**src/design/clock_select_defs.svh**
```systemverilog
// Offsets, field positions, reset values and timing counts of the clock module
`ifndef CLOCK_SELECT_DEFS_SVH
`define CLOCK_SELECT_DEFS_SVH

// ----------------------------------------------------------------------------
// Register offsets
// ----------------------------------------------------------------------------
`define MGMT_OFFSET      4'h0
`define CFG_OFFSET       4'h1
`define STATUS_OFFSET    4'h2

// ----------------------------------------------------------------------------
// Field positions and reset values
// ----------------------------------------------------------------------------
`define MGMT_DIV_MSB     3
`define MGMT_DIV_LSB     0
`define MGMT_FORCE_BIT   4
`define MGMT_SUPV_EN_BIT 5
`define MGMT_RESET       8'h10
`define CFG_SEL_HI_BIT   1
`define CFG_SEL_LO_BIT   0
`define CFG_RESET        8'h00

// ----------------------------------------------------------------------------
// Timing
// ----------------------------------------------------------------------------
`define CLK_PERIOD_NS    20
`define SUPV_MIN_FREQ_KHZ 500
`define SUPV_FAIL_TIME_MS 1
// Longest legal ext period in clk cycles (rounded down)
`define SUPV_GAP_CYC     (1000000 / (`SUPV_MIN_FREQ_KHZ * `CLK_PERIOD_NS))
// Failure time in clk cycles (rounded down)
`define SUPV_FAIL_CYC    (`SUPV_FAIL_TIME_MS * 1000000 / `CLK_PERIOD_NS)

`endif

```
**src/design/clock_select_pkg.sv**
```systemverilog
// Types shared by the clock source select module
package clock_select_pkg;

  // Clock sources, in the bit order of the source vector
  typedef enum logic [2:0] {
    SRC_RC1,
    SRC_EXT,
    SRC_RC2,
    SRC_X4,
    SRC_X32
  } src_t;

endpackage

```
**src/design/clock_source_select_module.sv**
```systemverilog
// Clock source selection, core divider, sub-clock and external clock supervisor
//
// Behaviour
// - Force bit picks RC1; else select 11 ext, 01 RC2, 10 4 MHz, 00 32 kHz.
// - Core clock and sub-clock; sub-clock is source/16, or 32 kHz in mode 00.
// - Core clock may feed core and peripherals; sub-clock feeds peripherals only.
// - A 4-bit software divider sits in the core clock path.
// - Divider changes never produce a short core clock period; after a source change the low phase may be cut short.
// - With ext selected, reset if it shows no rising edge for 100 clk cycles plus 1 ms.
// - After power-on reset RC1 is the core clock source.
// - Pin A serves as ext clock input or RC2 trimming resistor by mode.
// - Supervisor works only with ext selected; its reset acts as a master reset.
`timescale 1ns/10ps
`include "clock_select_defs.svh"

module clock_source_select_module #(
  parameter int unsigned FAIL_CYC = `SUPV_FAIL_CYC
) (
  // Clock, reset, enable
  input  wire logic                clk_i,
  input  wire logic                rst_n_i,
  input  wire logic                ce_i,
  // Register port
  input  wire logic [3:0]          addr_i,
  input  wire logic [7:0]          wdata_i,
  input  wire logic                wr_i,
  input  wire logic                rd_i,
  output logic      [7:0]          rdata_o,
  // Oscillator levels, sampled by clk_i
  input  wire logic                rc1_clk_i,
  input  wire logic                rc2_clk_i,
  input  wire logic                osc_pin_a_i,
  input  wire logic                xtal4_clk_i,
  input  wire logic                xtal32_clk_i,
  // Clock outputs and pin use
  output logic                     core_clock_out_o,
  output logic                     periphery_sub_clock_o,
  output logic                     osc_pin_a_trim_en_o,
  output logic                     osc_pin_a_ext_en_o,
  output clock_select_pkg::src_t   active_src_o,
  // Supervisor reset request
  output logic                     supv_reset_o
);
  import clock_select_pkg::*;

  localparam logic [7:0]  GAP_CYC = 8'(`SUPV_GAP_CYC);
  localparam logic [15:0] FAIL_LIM = 16'(FAIL_CYC);

  // --------------------------------------------------------------------------
  // Registers
  // --------------------------------------------------------------------------
  logic [3:0]  div_set;
  logic        rc1_force_select;
  logic        supv_en;
  logic        osc_select_hi;
  logic        osc_select_lo;
  logic [3:0]  act_div;
  logic [3:0]  div_cnt;
  logic [3:0]  sub_cnt;
  logic [4:0]  src_prev;
  logic [7:0]  gap_cnt;
  logic [15:0] fail_cnt;

  // Register decode
  wire wr_mgmt = ce_i && wr_i && (addr_i == `MGMT_OFFSET);
  wire wr_cfg  = ce_i && wr_i && (addr_i == `CFG_OFFSET);

  // Software settings; force bit comes up set so RC1 drives after reset
  always_ff @(posedge clk_i or negedge rst_n_i)
  begin
    if (!rst_n_i)
    begin
      div_set          <= 4'(`MGMT_RESET >> `MGMT_DIV_LSB);
      rc1_force_select <= 1'b1;
      supv_en          <= 1'b0;
      osc_select_hi    <= 1'b0;
      osc_select_lo    <= 1'b0;
    end
    else if (wr_mgmt)
    begin
      div_set          <= wdata_i[`MGMT_DIV_MSB:`MGMT_DIV_LSB];
      rc1_force_select <= wdata_i[`MGMT_FORCE_BIT];
      supv_en          <= wdata_i[`MGMT_SUPV_EN_BIT];
    end
    else if (wr_cfg)
    begin
      osc_select_hi    <= wdata_i[`CFG_SEL_HI_BIT];
      osc_select_lo    <= wdata_i[`CFG_SEL_LO_BIT];
    end
  end

  // --------------------------------------------------------------------------
  // Source selection
  // --------------------------------------------------------------------------
  wire [1:0] osc_sel = {osc_select_hi, osc_select_lo};
  // Source chosen by the mode bits alone; it also feeds the sub-clock divider
  wire src_t mode_src = src_t'((osc_sel == 2'b11) ? SRC_EXT :
                               (osc_sel == 2'b01) ? SRC_RC2 :
                               (osc_sel == 2'b10) ? SRC_X4 : SRC_X32);
  wire src_t req_src  = src_t'(rc1_force_select ? SRC_RC1 : mode_src);
  wire [4:0] src_vec  = {xtal32_clk_i, xtal4_clk_i, rc2_clk_i, osc_pin_a_i, rc1_clk_i};
  wire [4:0] rise_vec = src_vec & ~src_prev;
  wire       act_rise = rise_vec[active_src_o];
  wire       toggle   = act_rise && (div_cnt == act_div);
  wire       change   = (req_src != active_src_o) || (div_set != act_div);
  // A switch lands only where the core clock falls after a full old half-period
  wire       do_switch = ce_i && toggle && core_clock_out_o && change;

  // --------------------------------------------------------------------------
  // Core clock divider
  // --------------------------------------------------------------------------
  // Core clock toggles every (setting+1) rising edges of the active source.
  // The low phase after a switch is counted in new-source edges from zero,
  // so the old high phase stays whole; after a source change the first new-source edge may come at once and cut the low phase short.
  always_ff @(posedge clk_i or negedge rst_n_i)
  begin
    if (!rst_n_i)
    begin
      src_prev         <= 5'h00;
      div_cnt          <= 4'h0;
      act_div          <= 4'h0;
      active_src_o     <= SRC_RC1;
      core_clock_out_o <= 1'b0;
    end
    else if (ce_i)
    begin
      src_prev <= src_vec;
      if (do_switch)
      begin
        active_src_o     <= req_src;
        act_div          <= div_set;
        div_cnt          <= 4'h0;
        core_clock_out_o <= 1'b0;
      end
      else if (toggle)
      begin
        div_cnt          <= 4'h0;
        core_clock_out_o <= ~core_clock_out_o;
      end
      else if (act_rise)
        div_cnt <= div_cnt + 4'h1;
    end
  end

  // --------------------------------------------------------------------------
  // Peripheral sub-clock
  // --------------------------------------------------------------------------
  // Sub-clock never reaches the core; it leaves only through its own port
  always_ff @(posedge clk_i or negedge rst_n_i)
  begin
    if (!rst_n_i)
    begin
      sub_cnt               <= 4'h0;
      periphery_sub_clock_o <= 1'b0;
    end
    else if (ce_i)
    begin
      if (rise_vec[mode_src])
        sub_cnt <= sub_cnt + 4'h1;
      periphery_sub_clock_o <= (osc_sel == 2'b00) ? xtal32_clk_i : sub_cnt[3];
    end
  end

  // --------------------------------------------------------------------------
  // Pin A use and supervisor
  // --------------------------------------------------------------------------
  wire ext_mon = supv_en && (active_src_o == SRC_EXT);
  wire slow    = (gap_cnt >= GAP_CYC);

  // Gap and failure are timed in clk_i cycles, which the ext clock cannot stall
  always_ff @(posedge clk_i or negedge rst_n_i)
  begin
    if (!rst_n_i)
    begin
      gap_cnt             <= 8'h00;
      fail_cnt            <= 16'h0000;
      supv_reset_o        <= 1'b0;
      osc_pin_a_trim_en_o <= 1'b0;
      osc_pin_a_ext_en_o  <= 1'b0;
    end
    else if (ce_i)
    begin
      osc_pin_a_trim_en_o <= (mode_src == SRC_RC2);
      osc_pin_a_ext_en_o  <= (mode_src == SRC_EXT);
      if (!ext_mon || rise_vec[SRC_EXT])
        gap_cnt <= 8'h00;
      else if (!slow)
        gap_cnt <= gap_cnt + 8'h01;
      if (!ext_mon || !slow)
        fail_cnt <= 16'h0000;
      else if (fail_cnt != FAIL_LIM)
        fail_cnt <= fail_cnt + 16'h0001;
      supv_reset_o <= ext_mon && slow && (fail_cnt == FAIL_LIM);
    end
  end

  // --------------------------------------------------------------------------
  // Read port
  // --------------------------------------------------------------------------
  wire [7:0] mgmt_val = {2'b00, supv_en, rc1_force_select, div_set};
  wire [7:0] cfg_val  = {6'h00, osc_select_hi, osc_select_lo};
  wire [7:0] st_val   = {2'b00, supv_reset_o, change, 1'b0, active_src_o};
  wire [7:0] rd_mux   = (addr_i == `MGMT_OFFSET)   ? mgmt_val :
                        (addr_i == `CFG_OFFSET)    ? cfg_val :
                        (addr_i == `STATUS_OFFSET) ? st_val : 8'h00;

  // Read data stands one cycle after the strobe, zero otherwise
  always_ff @(posedge clk_i or negedge rst_n_i)
  begin
    if (!rst_n_i)
      rdata_o <= 8'h00;
    else if (ce_i)
      rdata_o <= rd_i ? rd_mux : 8'h00;
  end
endmodule

```
**config.mk**
```make
export PLATFORM = sky130hd
export DESIGN_NAME = clock_source_select_module
export DESIGN_NICKNAME = d
export VERILOG_FILES = /design/src/design/clock_select_pkg.sv /design/src/design/clock_source_select_module.sv
export VERILOG_INCLUDE_DIRS = /design/src /design/src/design
export SDC_FILE = /design/constraint.sdc
export NUM_CORES = 1
export LEC_CHECK = 0
export BUFFER_PORTS_ARGS = -buffer_cell sky130_fd_sc_hd__buf_2
export CORE_UTILIZATION = 50
export DETAILED_ROUTE_END_ITERATION = 12
export GPL_TIMING_DRIVEN = 0
export PLACE_DENSITY = 0.67
export SLEW_MARGIN = 10
export SYNTH_ARGS = -nofsm -noshare
export SYNTH_HDL_FRONTEND = slang
export SYNTH_SLANG_ARGS = --single-unit
```
**constraint.sdc**
```tcl
create_clock -name clk_i -period 2.95 [get_ports clk_i]
set_input_delay 0.59 -clock clk_i [delete_from_list [all_inputs] [get_ports clk_i]]
set_output_delay 0.59 -clock clk_i [all_outputs]
set_load 0.05 [all_outputs]
```
==> results of run 1 <==
metrics by stage:
step / util [%] / area, um2
2_1_floorplan: - / 3308
3_3_place_gp: 56.14 / 3565
3_5_place_dp: 56.18 / 3567
4_1_cts: 59.47 / 3776
5_1_grt: 59.47 / 3776
6_report: 59.47 / 3776
placed cells by master, fill, tap and decap left out, types with 2 or more instances in the layout:
cell,count
dfrtp_1,62
and3_1,5
conb_1,2
nand4_1,4
buf_2,32
mux2i_1,4
nor2_1,27
o2bb2ai_1,3
inv_1,18
a21o_1,2
nor3b_1,2
nand3b_1,2
nor4_1,7
nand3_1,14
mux2_2,21
nand2b_1,6
clkinv_2,2
buf_4,3
nand2_1,21
and4bb_2,2
xnor2_1,16
o21ai_0,15
nor2b_1,3
o211ai_1,2
o311ai_2,2
clkbuf_8,12
a21oi_1,3
nor3_1,4
xor2_1,16
nor4b_1,3
clkbuf_1,7
o2111ai_1,2
ha_1,11
flip-flops by register name, indices dropped and copies added, names as in the netlist, 3 cells and up:
register,cells
act_div,4
active_src_o,3
div_cnt,4
div_set,4
fail_cnt,16
gap_cnt,8
rdata_o,6
src_prev,5
sub_cnt,4
path summary, 6_finish.rpt:
check	to	slack [ns]	cells after the start
min reg2reg	sub_cnt[2]	0.48	1
max	sub_cnt[1]	0.53	6
min	fail_cnt[12]	0.33	1
max in group asynchronous	osc_select_hi	2.11	1
max reg2reg	sub_cnt[1]	0.53	6
min in group clk_i	sub_cnt[2]	0.48	1
kinds of logic (layout without fill, tap and decap cells):
| group | after synthesis | after routing | synth area share [%] |
|---|---|---|---|
| other | 1 | 2 | 0.1135 |
| buffers and inverters | 28 | 76 | 3.445 |
| and+or+nand+nor | 111 | 111 | 18.55 |
| DFF | 63 | 63 | 47.75 |
| xor gates and xnor gates | 32 | 32 | 8.481 |
| adders and majority gates | 11 | 11 | 4.165 |
| AOI/OAI and AO/OA | 38 | 38 | 8.444 |
| muxes | 26 | 26 | 9.050 |
power breakdown:
group / leakage [nW] / switching (mW) / internal (mW) / total, mW
Sequential: 0.815 / 0.0989 / 0.962 / 1.06
Clock: 0.109 / 0.321 / 0.457 / 0.778
Combinational: 0.807 / 0.282 / 0.205 / 0.487
Total: 1.73 / 0.702 / 1.62 / 2.33
layout make-up:
cell class                 count  area share (%)
inverter                      19           1.889
tap                           77           2.551
multi-input combinational    220           42.81
clock inverter                 3           1.060
clock buffer                  13           4.473
buffer                         9           1.127
sequential                    63           41.78
timing repair buffer          32           4.307
layer usage:
layer	track usage, %	routed length [um]	up-vias
met5	0	0	-
met4	7.524	94	0
met3	6.561	192	8
met2	30.48	2874	29
met1	29.55	3309	1146
li1	-	-	1176
==> impl_metrics.yaml, run 1 <==
route:
  vias: 2359
  drt-pass1-iter-count: 4
  drtIter0Drc: 144
  ant_nets: 0
  routedWlPerCell_um: 14.84
  drc: 0
  wl_um: 6471
  viasPerCell: 5.411
layout:
  multi_input_area_um2: 1617
  fin_nets: 387
  seq_area_um2: 1578
  finalNonFillerCells: 436
  fillers: 542
  antenna_cells: 0
  area_growth_pct: 14.27
  drive_above_1_share_pct: 22.84
clock_tree:
  cts.sinks: 63
  clock-root-buffer: "clkbuf_8"
  clk_latency_ns: 0.34
  clk_pin_slew_ns: 0.07
  cts.htree.levels: 3
  clockBufferDepth: 2
  numCtsBuffers: 9
  post_cts_buffers: 0
  cts-resized-gates: 0
  tritoncts: "done"
  ctsHoldBuffers: 0
sta:
  setup_tns_ns: 0
  hold_violations: 0
  period_minus_slack_ns: 2.416
  holdWs_ns: 0.3349
  timing.final.ws_setup_ns: 0.5340
  setup_viol: 0
  grt_setup_unrepaired: "no"
  skew_ns: 0.005859
  max_freq_mhz: 413.9
  fin_crit_sh_pct: 81.90
  max_slew.worst_pin.slew_ns: 0.7747
  maxSlewViolCount: 0
  relSlewSlack_pct: 48.35
critical_path:
  slowest_delay_ns: 0.52
  cpMaxStageDelayCell: "mux4_2"
  critical-path-top-delay-family: "multiplexers"
  crit_start: "osc_select_hi"
  critPathKind: "register to register"
  startpoint_type: "register"
  cp_max_fo: 6
  cp_num_buf_inv: 1
  crit_required_ns: 3.18
  reg2reg_from: "osc_select_hi"
  end_kind: "register"
  arrival_ns: 2.64
  cp_cell_sequence: "inv_1, ha_1, mux4_2, o21ai_0, nand2_1, mux2_2"
logic_synthesis:
  synth_area_um2: 3304
  synth_common_cells: "dfrtp_1, nor2_1, mux2_2, nand2_1, inv_1"
  ys_seq_area_share_pct: 47.75
  ys.flop_type: "dfrtp_1"
  yosysUniqueCellTypes: 54
  ys_async_sr_fraction_pct: 100.0
  ys_warn_count: 0
  synth_cells: 310
  synth_top_area_cell: "dfrtp_1"
  synth_top_area_share_pct: 46.95
  yosys-top-cells-area: "dfrtp_1, mux2_2, xnor2_1"
  synth-seq-cells: 63
  synth.avg_cell_area_um2: 10.66
  synth-edff-count: 0
  synth_most_common_cell: "dfrtp_1"
pwr:
  total_power_mw: 2.326
  vdd_drop_max_uv: 533.9
  p_leak_nw: 1.731
  pwr_density_cell_nw_per_um2: 615.9
global_route:
  grt_overflow_total: 0
  grt_usage_pct: 20.97
  grt_pass1_vias: 2273
  grt_max_degree: 64
  antenna_found_initial: 0
  grt_pass1_wl_um: 11220
die:
  die_w_um: 83.30
  ios: 38
  core-area_um2: 6350
  start_util_pct: 52.04
  die-area_um2: 6938
  core.rowCount: 29
  die_y_um: 83.30
run_status:
  status: "finished clean"
place:
  pre_cts_ws_ns: 0.5044
  dp_cells: 420
  gp_congestion: 0.7749
  hpwlAfterDp_um: 4644
  port_buffers: 32
worst_hold_path:
  hold_class: "primary input to async pin"
run:
  maxCapViolations: 0
No activity file was read; power rests on OpenSTA's default activity.
==> run 2: changes to the inputs <==
- PLACE_DENSITY: 0.67 -> 0.7
- clock period: 2.95 -> 2.05 ns (I/O delays scaled with it)
==> impl_metrics.yaml, run 2 (synthesis results as in run 1) <==
critical_path:
  crit_required_ns: 2.30
  end_kind: "register"
  cp_max_fo: 4
  crit_start: "active_src_o[0]"
  arrival_ns: 2.30
  reg2reg_from: "active_src_o[0]"
  startpoint_type: "register"
  critPathKind: "register to register"
route:
  drt-pass1-iter-count: 4
  routedWlPerCell_um: 16.48
  viasPerCell: 5.513
  wl_um: 7384
  drc: 0
  drtIter0Drc: 143
  vias: 2470
  ant_nets: 0
sta:
  skew_ns: 0.01341
  grt_setup_unrepaired: "yes"
  setup_viol: 0
  maxSlewViolCount: 0
  period_minus_slack_ns: 2.048
  hold_violations: 0
  fin_crit_sh_pct: 99.88
  timing.final.ws_setup_ns: 0.002474
  max_slew.worst_pin.slew_ns: 0.7854
  relSlewSlack_pct: 47.64
  max_freq_mhz: 488.4
clock_tree:
  clockBufferDepth: 2
  ctsHoldBuffers: 0
  clk_pin_slew_ns: 0.07
  cts.sinks: 63
  tritoncts: "done"
  clk_latency_ns: 0.35
  clock-root-buffer: "clkbuf_8"
  numCtsBuffers: 9
  cts.htree.levels: 3
layout:
  area_growth_pct: 22.15
  largest_register: "fail_cnt"
  fin_nets: 399
  reg_top3: "fail_cnt (16), gap_cnt (8), rdata_o (6)"
  fillers: 503
  final_common_cell: "dfrtp_1"
  multi_input_area_um2: 1737
  seq_area_um2: 1580
  drive_above_1_share_pct: 29.92
  antenna_cells: 0
  design_area_um2: 4036
  most-common-layout-cells: "dfrtp_1, buf_2, nor2_1"
  largest_register_ffs: 16
place:
  port_buffers: 32
  pre_cts_ws_ns: -0.2325
  gp_congestion: 0.7797
  hpwlAfterDp_um: 4736
  placed_cell_area_um2: 3591
die:
  die-area_um2: 6938
  start_util_pct: 52.04
  core.rowCount: 29
  die_y_um: 83.30
  core-area_um2: 6350
  ios: 38
  die_w_um: 83.30
global_route:
  grt_overflow_total: 0
  grt_pass1_wl_um: 12110
  grt_usage_pct: 22.24
  grt_max_degree: 64
  antenna_found_initial: 0
  grt_pass1_vias: 2476
run:
  maxCapViolations: 0
pwr:
  vdd_drop_max_uv: 988.5
  pwr_density_cell_nw_per_um2: 929.5
  p_leak_nw: 1.827
run_status:
  status: "finished clean"
worst_hold_path:
  hold_class: "primary input to async pin"
run 2: critical path, cell delays in order (launching register included):
cell      delay (ns)
dfrtp_2         0.43
or4b_4          0.52
o311a_4         0.17
or3_4           0.34
or2_4           0.27
o311ai_4        0.22
run 2: stage by stage:
step	util, %	setup TNS, ns	power (mW)	instances	hold slack, ns
2_1_floorplan	-	-0.1019	2.069	311	0.1144
3_3_place_gp	56.51	-2.992	2.254	420	0.4551
3_5_place_dp	56.55	-3.704	2.281	420	0.4638
4_1_cts	61.71	-0.01540	3.692	442	0.1762
5_1_grt	63.57	-0.3646	3.915	448	0.2163
6_report	63.57	0	3.752	448	0.1457
run 2: power breakdown:
| part | switching [mW] | internal, mW |
|---|---|---|
| logic | 0.492 | 0.391 |
| registers | 0.146 | 1.38 |
| clock network | 0.527 | 0.811 |
run 2: per-layer routing:
layer	global-route usage (%)	share of wire, %	wire length, um	vias to the layer above
met5	0	0	0	-
met4	10.97	2.6	194	0
met3	3.479	3.3	244	19
met2	34.35	46	3425	43
met1	30.57	48	3520	1204
li1	-	-	-	1204
run 2: path summary, 6_finish.rpt:
check | end | slack (ns) | cells after the start
max | div_cnt[3] | 0.002 | 5
min | fail_cnt[8] | 0.15 | 1
max reg2reg | div_cnt[3] | 0.002 | 5
min reg2reg | sub_cnt[2] | 0.48 | 1
max in group asynchronous | active_src_o[2] | 1.35 | 1
min in group clk_i | div_set[2] | 0.29 | 2
run 2: area by class of cell:
cell class,count,area share [%]
Multi-Input combinational cell,220,43.03
Sequential cell,63,39.15
Timing Repair Buffer,44,6.355
Clock buffer,9,3.069
Clock inverter,7,3.007
Tap cell,77,2.387
Inverter,19,1.767
Buffer,9,1.240
run 2: what timing repair did:
action	in CTS	in global routing
setup endpoints to repair	22	23
pin swaps	2	7
buffers inserted	6	6
resized for setup	10	14
==> run 3: changes to the inputs <==
- SETUP_SLACK_MARGIN: default -> 0.4
==> impl_metrics.yaml, run 3 (synthesis results as in run 1) <==
global_route:
  grt_use_met3_pct: 3.579
  busiest_layer: "met2"
  met1_usage_pct: 29.22
  grt_max_degree: 64
  grt_pass1_vias: 2490
  grt_overflow_total: 0
  antenna_found_initial: 0
  met2_usage_pct: 34.65
  grt_pass1_wl_um: 11860
  grt_usage_pct: 21.65
clock_tree:
  clk_latency_ns: 0.33
  clockBufferDepth: 2
  tritoncts: "done"
  cts.sinks: 63
  cts.htree.levels: 3
  numCtsBuffers: 9
  ctsHoldBuffers: 0
  clock-root-buffer: "clkbuf_8"
  clk_pin_slew_ns: 0.07
route:
  viasPerCell: 5.597
  drc: 0
  drt-pass1-iter-count: 4
  vias: 2541
  drtIter0Drc: 142
  wl_um: 7348
  routedWlPerCell_um: 16.19
  ant_nets: 0
sta:
  relSlewSlack_pct: 47.46
  hold_violations: 0
  timing.final.ws_setup_ns: 0.02233
  max_slew.worst_pin.slew_ns: 0.7882
  holdWs_ns: 0.1520
  max_freq_mhz: 493.2
  period_minus_slack_ns: 2.028
  setup_tns_ns: 0
  fin_crit_sh_pct: 98.91
  setup_viol: 0
  skew_ns: 0.009728
  maxSlewViolCount: 0
  grt_setup_unrepaired: "yes"
place:
  hpwlAfterDp_um: 4702
  dp_cells: 420
  port_buffers: 32
  placed_cell_area_um2: 3630
  gp_congestion: 0.7925
  pre_cts_ws_ns: -0.1549
critical_path:
  arrival_ns: 2.27
  startpoint_type: "register"
  cp_max_fo: 4
  crit_required_ns: 2.29
  end_kind: "register"
  critPathKind: "register to register"
layout:
  drive_above_1_share_pct: 37.67
  antenna_cells: 0
  finalNonFillerCells: 454
  largest_register: "fail_cnt"
  area_growth_pct: 28.78
  most-common-layout-cells: "dfrtp_1, buf_2, nor2_1"
  post-route-util_pct: 67.01
  fin_nets: 405
  fillers: 455
  reg_top3: "fail_cnt (16), gap_cnt (8), rdata_o (6)"
  design_area_um2: 4255
  largest_register_ffs: 16
  final_common_cell: "dfrtp_1"
run_status:
  status: "finished clean"
pwr:
  total_power_mw: 3.586
  vdd_drop_max_uv: 679.3
  p_leak_nw: 1.907
  pwr_density_cell_nw_per_um2: 842.8
run:
  maxCapViolations: 0
die:
  die_w_um: 83.30
  die-area_um2: 6938
  die_y_um: 83.30
  start_util_pct: 52.04
  core-area_um2: 6350
  ios: 38
  core.rowCount: 29
worst_hold_path:
  hold_class: "primary input to async pin"
## run 3: changes by cell type in the layout (fill, tap and decap cells not counted), sizes merged
cell      delta
buf          +5
bufinv       -2
clkbuf       +2
clkinvlp     +2
clkinv       -1
## run 3: layout make-up
cell class                      count  area, um2  area share, %
Timing Repair Buffer               50      312.8          7.351
Multi-Input combinational cell    220       1913          44.96
Tap cell                           77      96.34          2.264
Inverter                           19      71.32          1.676
Clock buffer                       10      137.6          3.234
Buffer                              9      82.58          1.941
Clock inverter                      6      60.06          1.411
Sequential cell                    63       1582          37.17
## run 3: path summary, 6_finish.rpt
path | startpoint | end | slack, ns | depth (start not counted)
min | rst_n_i | fail_cnt[11] | 0.15 | 1
min in group clk_i | wdata_i[2] | div_set[2] | 0.30 | 2
max | active_src_o[0] | div_cnt[2] | 0.02 | 5
max in group asynchronous | rst_n_i | active_src_o[0] | 1.32 | 1
max reg2reg | active_src_o[0] | div_cnt[2] | 0.02 | 5
min reg2reg | src_prev[3] | src_prev[3] | 0.50 | 1
## run 3: worst max-delay path, cell delays in order, from the launching register on
cell	delay [ns]
dfrtp_2	0.43
or4b_4	0.53
o311a_4	0.17
or3_4	0.34
or2_4	0.26
o311ai_2	0.20
## run 3: timing repair
action	4_1_cts	5_1_grt
pin swaps	10	8
endpoints found under the setup margin	32	38
buffers inserted	16	2
resized for setup	29	27
## run 3: per-layer routing
layer  part of all wire (%)  vias up
met2                     48       59
met4                    2.0        0
li1                       -     1209
met1                     46     1259
met5                      0        -
met3                    3.9       14
## run 3: power by group
group / switching (mW) / internal, mW
combinational: 0.512 / 0.458
clock: 0.487 / 0.588
sequential: 0.158 / 1.38
total: 1.16 / 2.43
